--- src/cpm_pkg.sv ---
package cpm_pkg;

   // Parameter serial addresses (mnemonics)
   localparam logic [7:0] CPM_SLOT_FIRST_ADDR = 8'h70;
   localparam logic [7:0] CPM_SLOT_LAST_ADDR  = 8'h7f;
   localparam logic [7:0] CPM_PTR_FIRST_ADDR  = 8'h60;
   localparam int         CPM_NUM_SLOTS       = 16;
   localparam int         CPM_SLOT_IDX_W      = 4;
   localparam int         CPM_TAG_W           = 8;
   localparam int         CPM_DATA_W          = 16;

   // Register offsets of the sixteen slots
   localparam logic [7:0] CONFIG_SLOT_01 = 8'h70;
   localparam logic [7:0] CONFIG_SLOT_02 = 8'h71;
   localparam logic [7:0] CONFIG_SLOT_03 = 8'h72;
   localparam logic [7:0] CONFIG_SLOT_04 = 8'h73;
   localparam logic [7:0] CONFIG_SLOT_05 = 8'h74;
   localparam logic [7:0] CONFIG_SLOT_06 = 8'h75;
   localparam logic [7:0] CONFIG_SLOT_07 = 8'h76;
   localparam logic [7:0] CONFIG_SLOT_08 = 8'h77;
   localparam logic [7:0] CONFIG_SLOT_09 = 8'h78;
   localparam logic [7:0] CONFIG_SLOT_10 = 8'h79;
   localparam logic [7:0] CONFIG_SLOT_11 = 8'h7a;
   localparam logic [7:0] CONFIG_SLOT_12 = 8'h7b;
   localparam logic [7:0] CONFIG_SLOT_13 = 8'h7c;
   localparam logic [7:0] CONFIG_SLOT_14 = 8'h7d;
   localparam logic [7:0] CONFIG_SLOT_15 = 8'h7e;
   localparam logic [7:0] CONFIG_SLOT_16 = 8'h7f;

   // Data field characters
   localparam logic [7:0] CPM_CHAR_ZERO  = 8'h30;
   localparam logic [7:0] CPM_CHAR_ONE   = 8'h31;
   localparam int         CPM_FIELD_MAX  = 4;
   localparam logic [2:0] CPM_LEN_SHORT  = 3'h1;
   localparam logic [2:0] CPM_LEN_PADDED = 3'h4;

   // Switching-frequency cap, value in Hz: 6 kHz
   localparam logic [15:0] CPM_SWFREQ_CAP_LARGE = 16'h1770;

   // Reset values
   localparam logic CPM_PARITY_ODD_RST = 1'b0;

   typedef logic [CPM_NUM_SLOTS-1:0][CPM_TAG_W-1:0] cpm_ptr_table_t;
   typedef logic [CPM_FIELD_MAX-1:0][7:0]           cpm_chars_t;

   typedef enum logic [1:0] {
      CPM_IDLE = 2'b00,
      CPM_LOOK = 2'b01,
      CPM_DONE = 2'b11
   } cpm_state_t;

endpackage

--- src/cpm_bin_if.sv ---
`timescale 1ns/1ps
interface cpm_bin_if;
   import cpm_pkg::*;

   logic                state_bit;
   logic                padded_en;
   cpm_chars_t          wr_chars;
   logic [2:0]          wr_len;
   cpm_chars_t          reply_chars;
   logic [2:0]          reply_len;
   logic                dec_bit;
   logic                dec_ok;

   modport fmt (
      input  state_bit,
      input  padded_en,
      input  wr_chars,
      input  wr_len,
      output reply_chars,
      output reply_len,
      output dec_bit,
      output dec_ok
   );

   modport user (
      output state_bit,
      output padded_en,
      output wr_chars,
      output wr_len,
      input  reply_chars,
      input  reply_len,
      input  dec_bit,
      input  dec_ok
   );
endinterface

--- src/cpm_binfmt.sv ---
`timescale 1ns/1ps
module cpm_binfmt (
   cpm_bin_if.fmt bin
);
   import cpm_pkg::*;

   // Reply field for a two-state value
   always_comb begin
      bin.reply_chars = '{default: CPM_CHAR_ZERO};
      if (bin.padded_en) begin
         bin.reply_len      = CPM_LEN_PADDED;
         bin.reply_chars[3] = bin.state_bit ? CPM_CHAR_ONE : CPM_CHAR_ZERO;
      end else begin
         bin.reply_len      = CPM_LEN_SHORT;
         bin.reply_chars[0] = bin.state_bit ? CPM_CHAR_ONE : CPM_CHAR_ZERO;
      end
   end

   // Leading zeros skipped; what remains must be empty, 0 or 1
   always_comb begin
      logic       seen;
      logic [2:0] rest;
      logic       last;
      seen = 1'b0;
      rest = 3'h0;
      last = 1'b0;
      for (int i = 0; i < CPM_FIELD_MAX; i++) begin
         if (3'(i) < bin.wr_len) begin
            if (seen || bin.wr_chars[i] != CPM_CHAR_ZERO) begin
               seen = 1'b1;
               rest = rest + 3'h1;
               last = (bin.wr_chars[i] == CPM_CHAR_ONE);
            end
         end
      end
      bin.dec_bit = last;
      bin.dec_ok  = (bin.wr_len != 3'h0) && (rest == 3'h0 || (rest == 3'h1 && last));
   end
endmodule

--- src/cpm_param_map.sv ---
`timescale 1ns/1ps
// Overview of operation
// Sixteen slots at 70..7F hex, slot n served by pointer n in order.
// Each slot resolves to the tag held in its pointer (pointer addresses 60..6F hex).
// Every slot access uses the target tag's rights, format and limits.
// Two-state tags get the selectable reply format only through the slots.
// Padded option off: a two-state poll returns one character, 0 or 1.
// Padded option on: a two-state poll returns 0,0,0 then the state.
// On a write to a two-state tag, leading zero characters are discarded.
// Serial port parity is even after reset and goes odd on keypad selection.
// Reserved bits read as zero and written values there are ignored.
// Run-locked tags accept writes only while the drive is stopped.
// Switching frequency is capped at 6 kHz on the larger ratings.
// The pointer is read again on every slot access.
module cpm_param_map #(
   parameter logic [7:0] SWFREQ_TAG = 8'h00
) (
   input  wire  logic                      sys_clk,
   input  wire  logic                      reset_n,
   input  wire  logic                      req_valid,
   input  wire  logic                      req_write,
   input  wire  logic [7:0]                req_addr,
   input  wire  logic [15:0]               req_wvalue,
   input  wire  cpm_pkg::cpm_chars_t       req_wchars,
   input  wire  logic [2:0]                req_wlen,
   output logic                            req_ready,
   output logic                            resp_valid,
   output logic                            resp_err,
   output logic [15:0]                     resp_value,
   output cpm_pkg::cpm_chars_t             resp_chars,
   output logic [2:0]                      resp_len,
   output logic                            resp_binary,
   input  wire  cpm_pkg::cpm_ptr_table_t   pointer_table,
   output logic                            tag_sel,
   output logic [7:0]                      tag_num,
   output logic                            tag_wr,
   output logic [15:0]                     tag_wdata,
   input  wire  logic [15:0]               tag_rdata,
   input  wire  logic                      tag_writable,
   input  wire  logic                      tag_run_locked,
   input  wire  logic                      tag_binary,
   input  wire  logic [15:0]               tag_reserved_mask,
   input  wire  logic [15:0]               tag_min,
   input  wire  logic [15:0]               tag_max,
   input  wire  logic                      padded_binary_reply_enable,
   input  wire  logic                      drive_running,
   input  wire  logic                      large_rating,
   input  wire  logic                      keypad_odd_select,
   input  wire  logic                      keypad_even_select,
   output logic                            main_serial_port_parity_odd
);
   import cpm_pkg::*;

   function automatic logic is_slot(input logic [7:0] a);
      is_slot = (a >= CPM_SLOT_FIRST_ADDR) && (a <= CPM_SLOT_LAST_ADDR);
   endfunction

   function automatic logic [CPM_SLOT_IDX_W-1:0] slot_index(input logic [7:0] a);
      logic [7:0] d;
      d = a - CPM_SLOT_FIRST_ADDR;
      slot_index = d[CPM_SLOT_IDX_W-1:0];
   endfunction

   cpm_state_t  state,      next_state;
   logic        wr_q,       next_wr_q;
   logic [15:0] wval_q,     next_wval_q;
   cpm_chars_t  wchars_q,   next_wchars_q;
   logic [2:0]  wlen_q,     next_wlen_q;
   logic        req_ready_n;
   logic        next_tag_sel, next_tag_wr, next_resp_valid, next_resp_err;
   logic [7:0]  next_tag_num;
   logic [15:0] next_tag_wdata, next_resp_value;
   cpm_chars_t  next_resp_chars;
   logic [2:0]  next_resp_len;
   logic        next_resp_binary, next_parity_odd;

   cpm_bin_if bin ();

   cpm_binfmt u_binfmt (
      .bin (bin.fmt)
   );

   assign bin.state_bit = tag_rdata[0];
   assign bin.padded_en = padded_binary_reply_enable;
   assign bin.wr_chars  = wchars_q;
   assign bin.wr_len    = wlen_q;

   ////////////////////////////////////////////////////////////////////////////
   // Access sequencer

   always_comb begin
      logic [15:0] val;
      logic [15:0] hi;
      logic        ok;
      next_state       = state;
      next_wr_q        = wr_q;
      next_wval_q      = wval_q;
      next_wchars_q    = wchars_q;
      next_wlen_q      = wlen_q;
      req_ready_n      = 1'b0;
      next_tag_sel     = 1'b0;
      next_tag_num     = tag_num;
      next_tag_wr      = 1'b0;
      next_tag_wdata   = tag_wdata;
      next_resp_valid  = 1'b0;
      next_resp_err    = resp_err;
      next_resp_value  = resp_value;
      next_resp_chars  = resp_chars;
      next_resp_len    = resp_len;
      next_resp_binary = resp_binary;
      val = 16'h0000;
      hi  = 16'h0000;
      ok  = 1'b0;
      case (state)
         CPM_IDLE: begin
            if (req_valid) begin
               req_ready_n   = 1'b1;
               next_wr_q     = req_write;
               next_wval_q   = req_wvalue;
               next_wchars_q = req_wchars;
               next_wlen_q   = req_wlen;
               if (is_slot(req_addr)) begin
                  // Fresh pointer fetch every access
                  next_tag_num = pointer_table[slot_index(req_addr)];
                  next_tag_sel = 1'b1;
                  next_state   = CPM_LOOK;
               end else begin
                  next_resp_err   = 1'b1;
                  next_resp_value = 16'h0000;
                  next_resp_len   = 3'h0;
                  next_resp_valid = 1'b1;
                  next_state      = CPM_DONE;
               end
            end
         end
         CPM_LOOK: begin
            next_resp_binary = tag_binary;
            if (!wr_q) begin
               next_resp_value = tag_rdata & ~tag_reserved_mask;
               if (tag_binary) begin
                  next_resp_chars = bin.reply_chars;
                  next_resp_len   = bin.reply_len;
               end else begin
                  next_resp_chars = '{default: CPM_CHAR_ZERO};
                  next_resp_len   = 3'h0;
               end
               next_resp_err = 1'b0;
            end else begin
               val = tag_binary ? {15'h0000, bin.dec_bit} : wval_q;
               hi  = tag_max;
               if (large_rating && tag_num == SWFREQ_TAG &&
                   hi > CPM_SWFREQ_CAP_LARGE) begin
                  hi = CPM_SWFREQ_CAP_LARGE;
               end
               ok = tag_writable && !(tag_run_locked && drive_running);
               if (tag_binary) begin
                  ok = ok && bin.dec_ok;
               end else begin
                  ok = ok && val >= tag_min && val <= hi;
               end
               next_tag_wr     = ok;
               // Reserved bits are written as zero
               next_tag_wdata  = val & ~tag_reserved_mask;
               next_resp_err   = !ok;
               next_resp_value = 16'h0000;
               next_resp_len   = 3'h0;
            end
            next_resp_valid = 1'b1;
            next_state      = CPM_DONE;
         end
         CPM_DONE: begin
            next_state = CPM_IDLE;
         end
         default: begin
            next_state = CPM_IDLE;
         end
      endcase
   end

   always_ff @(posedge sys_clk or negedge reset_n) begin
      if (!reset_n) begin
         state       <= CPM_IDLE;
         wr_q        <= 1'b0;
         wval_q      <= 16'h0000;
         wchars_q    <= '{default: 8'h00};
         wlen_q      <= 3'h0;
         req_ready   <= 1'b1;
         tag_sel     <= 1'b0;
         tag_num     <= 8'h00;
         tag_wr      <= 1'b0;
         tag_wdata   <= 16'h0000;
         resp_valid  <= 1'b0;
         resp_err    <= 1'b0;
         resp_value  <= 16'h0000;
         resp_chars  <= '{default: 8'h00};
         resp_len    <= 3'h0;
         resp_binary <= 1'b0;
      end else begin
         state       <= next_state;
         wr_q        <= next_wr_q;
         wval_q      <= next_wval_q;
         wchars_q    <= next_wchars_q;
         wlen_q      <= next_wlen_q;
         req_ready   <= (next_state == CPM_IDLE) && !req_ready_n;
         tag_sel     <= next_tag_sel;
         tag_num     <= next_tag_num;
         tag_wr      <= next_tag_wr;
         tag_wdata   <= next_tag_wdata;
         resp_valid  <= next_resp_valid;
         resp_err    <= next_resp_err;
         resp_value  <= next_resp_value;
         resp_chars  <= next_resp_chars;
         resp_len    <= next_resp_len;
         resp_binary <= next_resp_binary;
      end
   end

   ////////////////////////////////////////////////////////////////////////////
   // Serial port parity selection

   always_comb begin
      next_parity_odd = main_serial_port_parity_odd;
      if (keypad_odd_select) begin
         next_parity_odd = 1'b1;
      end else if (keypad_even_select) begin
         next_parity_odd = 1'b0;
      end
   end

   always_ff @(posedge sys_clk or negedge reset_n) begin
      if (!reset_n) begin
         main_serial_port_parity_odd <= CPM_PARITY_ODD_RST;
      end else begin
         main_serial_port_parity_odd <= next_parity_odd;
      end
   end
endmodule

--- config.mk ---
export PLATFORM = sky130hd
export DESIGN_NAME = cpm_param_map
export DESIGN_NICKNAME = d
export VERILOG_FILES = /design/src/cpm_pkg.sv /design/src/cpm_bin_if.sv /design/src/cpm_binfmt.sv /design/src/cpm_param_map.sv
export SDC_FILE = /design/constraint.sdc
export NUM_CORES = 1
export LEC_CHECK = 0
export BUFFER_PORTS_ARGS = -buffer_cell sky130_fd_sc_hd__buf_4
export CAP_MARGIN = 20
export CORE_AREA = 2 2 134 136
export DETAILED_ROUTE_END_ITERATION = 10
export DIE_AREA = 0 0 136 138
export GPL_TIMING_DRIVEN = 0
export HOLD_SLACK_MARGIN = 0.02
export PLACE_DENSITY = 0.73
export SYNTH_ARGS = -nofsm -noshare
export SYNTH_HDL_FRONTEND = slang
export SYNTH_SLANG_ARGS = --single-unit
--- constraint.sdc ---
create_clock -name sys_clk -period 4.38 [get_ports sys_clk]
set_input_delay 0.657 -clock sys_clk [delete_from_list [all_inputs] [get_ports sys_clk]]
set_output_delay 0.657 -clock sys_clk [all_outputs]
set_load 0.05 [all_outputs]
==> results of run 1 <==
[registers in the layout (all words and copies together) (netlist names), 2 cells and up]
name / flops
bin.wr_chars: 32
bin.wr_len: 3
resp_chars: 3
resp_len: 2
resp_value: 16
state: 2
tag_num: 8
tag_wdata: 16
wval_q: 16
[routing by layer]
layer / GRT usage [%] / wire length [microns] / vias to the layer above
li1: - / - / 2819
met1: 26.15 / 8025 / 2940
met2: 43.19 / 12240 / 258
met3: 3.850 / 1356 / 36
met4: 11.02 / 756 / 0
met5: 0 / 0 / -
[layout by cell type (no fill, tap or decap), types with 3 or more instances in the layout]
master,instances
nor2_1,32
nand2_1,53
and2_1,3
ha_1,34
a21oi_1,11
or2_2,4
o211ai_1,4
dfrtp_1,105
a21o_1,6
or4_1,3
inv_8,3
mux2_2,44
or3_1,3
a32o_1,17
conb_1,23
nand3_1,4
diode_2,6
nor4_1,4
o21ai_0,29
inv_1,54
mux4_2,40
buf_1,6
o41ai_1,16
nor3_1,7
clkbuf_16,9
buf_4,349
nand4_1,6
clkbuf_1,23
[final timing paths]
path	start	endpoint	slack [ps]	cells past startpoint
worst max-delay path	bin.wr_chars[22]	tag_wr	280	15
worst min-delay path	reset_n	bin.wr_chars[5]	290	1
worst max register to register	bin.wr_chars[22]	tag_wr	280	15
worst min register to register	tag_wdata[2]	tag_wdata[2]	490	2
max in group asynchronous	reset_n	tag_num[1]	3350	2
min in group sys_clk	tag_wdata[2]	tag_wdata[2]	490	2
[final cells by class]
type	count	area [sq um]
multi-input combinational	385	3413
timing repair buffer	321	2427
clock buffer	9	225.2
inverter	54	202.7
tap	229	286.5
fill	1617	7893
antenna	6	15.01
buffer	59	334.1
sequential	106	2654
clock inverter	7	83.83
[stage by stage]
stage / setup WS [ps] / std cells / total power, uW / hold slack (ps) / util [%]
floorplan: 689.5 / 604 / 3323 / 361.4 / -
global placement: 167.1 / 1151 / 4118 / 457.9 / 52.89
detailed placement: 77.59 / 1152 / 4193 / 463.4 / 53.05
CTS: 49.04 / 1168 / 5035 / 312.1 / 54.81
global route: 67.13 / 1176 / 5315 / 342.1 / 54.99
finish: 278.5 / 1176 / 5010 / 292.6 / 54.99
[logic make-up after synthesis]
group	after synthesis	share of synthesized area [%]
xor gates and xnor gates	2	0.2688
other	1	0.05754
DFF	106	40.72
muxes	85	21.58
AOI/OAI and AO/OA	103	12.06
buffers and inverters	113	8.236
and+or+nand+nor	138	10.56
adders and majority gates	34	6.527
[power by group through the flow]
stage | combinational, uW | clock, uW | sequential (uW)
after floorplan | 1200 | 0 | 2120
after global placement | 2510 | 0 | 1610
after detailed placement | 2560 | 0 | 1630
after CTS | 2570 | 851 | 1610
after global routing | 2760 | 887 | 1660
final | 2570 | 828 | 1610
[worst register-to-register path, stage by stage (launching register included)]
cell	delay [ps]
dfrtp_1	380
or4_4	540
or4_4	490
o41ai_4	360
o211ai_2	170
and3_1	210
a21oi_2	200
ha_1	280
nor3b_1	200
o21ai_0	160
nand4_1	130
a21boi_0	90
o22a_1	250
o21ai_0	250
a21oi_2	120
and2_1	170
[repair_timing]
action                     in CTS  in global routing
setup buffers                   0                  1
resized for setup               0                  1
setup endpoints to repair       0                  2
==> impl_metrics.yaml, run 1 <==
cts:
  clock_sinks: 106
  cts_max_path_buffers: 2
  tritoncts: "built"
  cts.hold.buffers_added: 0
  htreeDepth: 3
  clock_latency_ps: 350
  cts_root_buf: "clkbuf_16"
  cts_buffers: 9
  clkTransAtPathRegs_ps: 90
timing:
  timing.slew.headroom_pct: 44.29
  final_max_slew_viol_count: 0
  fmax_mhz: 243.8
  tightest_slew_ps: 835.7
  hold_viol: 0
  min_period_over_period_pct: 93.64
  finalClockSkew_ps: 17.65
  tns_ps: 0
  rsz0062_at_grt: "false"
  fin_crit_ps: 4101
  setup_violations: 0
power_and_ir_drop:
  switchingPower_uw: 2188
  clock_power_share_pct: 16.5
  power.density_nw_per_um2: 519.6
  intPower_uw: 2823
  switching_share_pct: 43.66
  seqPwrFrac_pct: 32.2
  irDropWorstVdd_v: 0.0003339
  combPwrFrac_pct: 51.3
  p_leak_uw: 0.004777
drt:
  dr.pass1.iters: 4
  drt-initial-drc-count: 277
  antenna_left: 0
  drc_errors: 0
  vias_per_cell: 5.147
  wire_per_inst_microns: 19.03
  vias: 6053
  totalWireLength_microns: 22380
die:
  die_h_microns: 138
  ioPinCount: 345
  die_area_sq_um: 18770
  initial_core_util_pct: 37.17
  core_sq_um: 17530
  die_x_microns: 136
  row_count: 49
grt:
  grt_usage_pct: 23.53
  antenna_found_initial: 6
  grt_pass1_vias: 6170
  grt_overflow_total: 0
  grt_max_degree: 64
  grt_pass1_wl_microns: 33830
logic_synthesis:
  synth_area_leaders: "dfrtp_1 40%, mux4_2 14%, mux2_2 7.6%, ha_1 6.5%, buf_4 3.5%"
  ys_warn_count: 0
  mappedNetlistArea_sq_um: 6518
  syn_area_per_cell_sq_um: 11.20
  synth-edff-count: 0
  ys.flop_type: "dfrtp_1"
  synth_top_cell_area_share_pct: 40.31
  yosysSeqAreaShare_pct: 40.72
  yosysMostFrequentCell: "dfrtp_1"
  postSynthCellCount: 582
  synthArstFlopShare_pct: 100.0
  ys_types: 58
  ys_ff_latch: 106
  yosys-top-cells-count: "105 x dfrtp_1, 54 x inv_1, 53 x nand2_1"
  synth_top_area_cell: "dfrtp_1"
job:
  drv_cap: 0
run_status:
  outcome: "finished, final reports clean"
worst_setup_path:
  crit_path_start_kind: "flop"
  cp_slowest_cell: "or4_4"
  path_buf_inv: 0
  arrival_ps: 4340
  crit_family: "simple AND/OR/NAND/NOR gates"
  critPathMaxFanout: 5
  slowest_delay_ps: 540
  critPathRequiredTime_ps: 4620
  worstPathCellList: "or4_4 > or4_4 > o41ai_4 > o211ai_2 > and3_1 > a21oi_2 > ha_1 > nor3b_1 > o21ai_0 > nand4_1 > a21boi_0 > o22a_1 > o21ai_0 > a21oi_2 > and2_1"
  critPathKind: "flop to flop"
  end_kind: "flop"
hold_path:
  hold_class: "input port to async pin"
placed_design:
  dp_hpwl_microns: 19040
  place_area_sq_um: 9301
  portBuffers: 318
  routabilityCongestion: 0.9068
final_layout:
  postLayoutCellArea_sq_um: 9642
  fin_nets: 1233
  syn2layout_area_growth_pct: 47.94
  drive_gt1_share_pct: 49.63
Note: power is estimated with default switching activity, not from simulation.
==> run 2: changes to the inputs <==
Settings changed: CORE_AREA 2 2 134 136 to 4 4 132 134, GPL_TIMING_DRIVEN 0 to not set, PLACE_DENSITY 0.73 to 0.77.
==> run 2 against run 1 <==
  * First-iteration DRC count is 13% lower
  * Clock power is 5.0% lower
  * Worst hold slack better by 60 ps
  * Combinational power is 4% lower
  * Sequential share of layout area is 1.1 points higher
  * Clock-buffer cell count stayed put
  * Setup slack better by 80 ps
  * Register-to-register slack better by 80 ps
  * Sequential cell count stayed put
  * Final cell count is 6.0% lower
  * Wire length is 2.0% lower
  * Sequential power hardly changed
==> impl_metrics.yaml, run 2 (synthesized netlist as in run 1, its figures left out) <==
drt:
  vias: 5789
  antenna_left: 0
  drt-initial-drc-count: 241
  totalWireLength_microns: 21920
  wire_per_inst_microns: 19.82
  vias_per_cell: 5.234
  drc_errors: 0
  dr.pass1.iters: 7
cts:
  cts_buffers: 9
  cts_root_buf: "clkbuf_16"
  cts_max_path_buffers: 2
  htreeDepth: 3
  clkTransAtPathRegs_ps: 80
  tritoncts: "built"
  cts_setup_buffers: 0
  clock_latency_ps: 350
  cts.hold.buffers_added: 0
  clock_sinks: 106
timing:
  setup_violations: 0
  final_max_slew_viol_count: 0
  tns_ps: 0
  finalClockSkew_ps: 10.09
  min_period_over_period_pct: 91.81
  rsz0062_at_grt: "false"
  hold_viol: 0
  tightest_slew_ps: 1077
  fmax_mhz: 248.7
  layout_setup_ws_ps: 358.6
  timing.slew.headroom_pct: 28.13
  fin_crit_ps: 4021
power_and_ir_drop:
  power.density_nw_per_um2: 528.1
  clock_power_share_pct: 16.1
  seqPwrFrac_pct: 33.3
  combPwrFrac_pct: 50.6
  p_leak_uw: 0.004584
  intPower_uw: 2771
  irDropWorstVdd_v: 0.0002156
  switchingPower_uw: 2129
  switching_share_pct: 43.44
  power_uw: 4900
final_layout:
  fill_cells: 1443
  drive_gt1_share_pct: 50.00
  syn2layout_area_growth_pct: 42.37
  fin_nets: 1178
  final_common_cell: "buf_4"
  fin_util_pct: 56.96
  diodes: 0
  final_cell_mix: "325 x buf_4, 105 x dfrtp_1, 54 x inv_1, 53 x nand2_1, 44 x mux2_2"
  largest_reg_flops: 32
placed_design:
  dp_slack_ps: 259.7
  routabilityCongestion: 0.9119
  portBuffers: 321
  dp_hpwl_microns: 18280
worst_setup_path:
  critPathMaxFanout: 5
  critPathRequiredTime_ps: 4610
  end_kind: "flop"
  critPathKind: "flop to flop"
  arrival_ps: 4260
  crit_path_start_kind: "flop"
grt:
  grt_usage_pct: 22.87
  grt_pass1_vias: 6146
  grt_max_degree: 69
  grt_pass1_wl_microns: 33220
  antenna_found_initial: 0
  grt_overflow_total: 0
die:
  core_sq_um: 16290
  initial_core_util_pct: 40.01
  row_count: 47
  die_h_microns: 138
  die_x_microns: 136
  ioPinCount: 345
  die_area_sq_um: 18770
job:
  drv_cap: 0
hold_path:
  hold_class: "input port to async pin"
run_status:
  outcome: "finished, final reports clean"
run 2: area by class of cell:
cell class                 instances  area [sq um]  area share (%)
clock buffer                       9         225.2           2.427
sequential                       106          2654           28.60
tap                              220         275.3           2.967
clock inverter                     7         61.31          0.6607
timing repair buffer             325          2440           26.29
multi-input combinational        385          3421           36.87
inverter                          54         202.7           2.184
run 2: timing repair:
| item | 4_1_cts | 5_1_grt |
|---|---|---|
| hold endpoints to repair | 0 | 0 |
| resized for setup | 0 | 1 |
| setup endpoints to repair | 0 | 2 |
run 2: worst paths after layout:
kind / cells after the start / to / slack, ps / startpoint
min in group sys_clk: 2 / tag_wdata[7] / 480 / tag_wdata[7]
setup / recovery: 15 / tag_wr / 360 / bin.wr_chars[22]
hold / removal: 1 / bin.wr_chars[4] / 350 / reset_n
max in group asynchronous: 2 / req_ready / 3100 / reset_n
hold reg to reg: 2 / tag_wdata[7] / 480 / tag_wdata[7]
setup reg to reg: 15 / tag_wr / 360 / bin.wr_chars[22]
run 2: per-layer routing:
metal	global-route usage [%]	share of wire, %
met5	0	0
met4	10.08	4.1
met3	3.670	6.7
met2	43.18	54
met1	24.68	35
run 2: metrics by stage:
stage / area, sq um / instances / hold slack, ps
4_1_cts: 9275 / 1106 / 376.0
2_1_floorplan: 6600 / 604 / 361.4
3_5_place_dp: 8989 / 1090 / 464.3
6_report: 9279 / 1106 / 352.2
3_3_place_gp: 8989 / 1090 / 456.9
5_1_grt: 9279 / 1106 / 408.4
run 2: worst max-delay path, cell delays in order (launching register included):
cell	delay [ps]
dfrtp_1	380
or4_4	530
or4_4	490
o41ai_4	410
o211ai_2	170
and3_1	210
a21oi_2	180
ha_1	260
nor3b_1	200
o21ai_0	110
nand4_1	120
a21boi_0	80
o22a_1	230
o21ai_0	260
a21oi_2	110
and2_1	160
run 2: power groups by stage:
stage	clock, uW	sequential [uW]	combinational, uW
6_report	787	1630	2480
5_1_grt	857	1690	2680
4_1_cts	808	1630	2500
3_3_place_gp	0	1630	2450
3_5_place_dp	0	1650	2490
2_1_floorplan	0	2120	1200
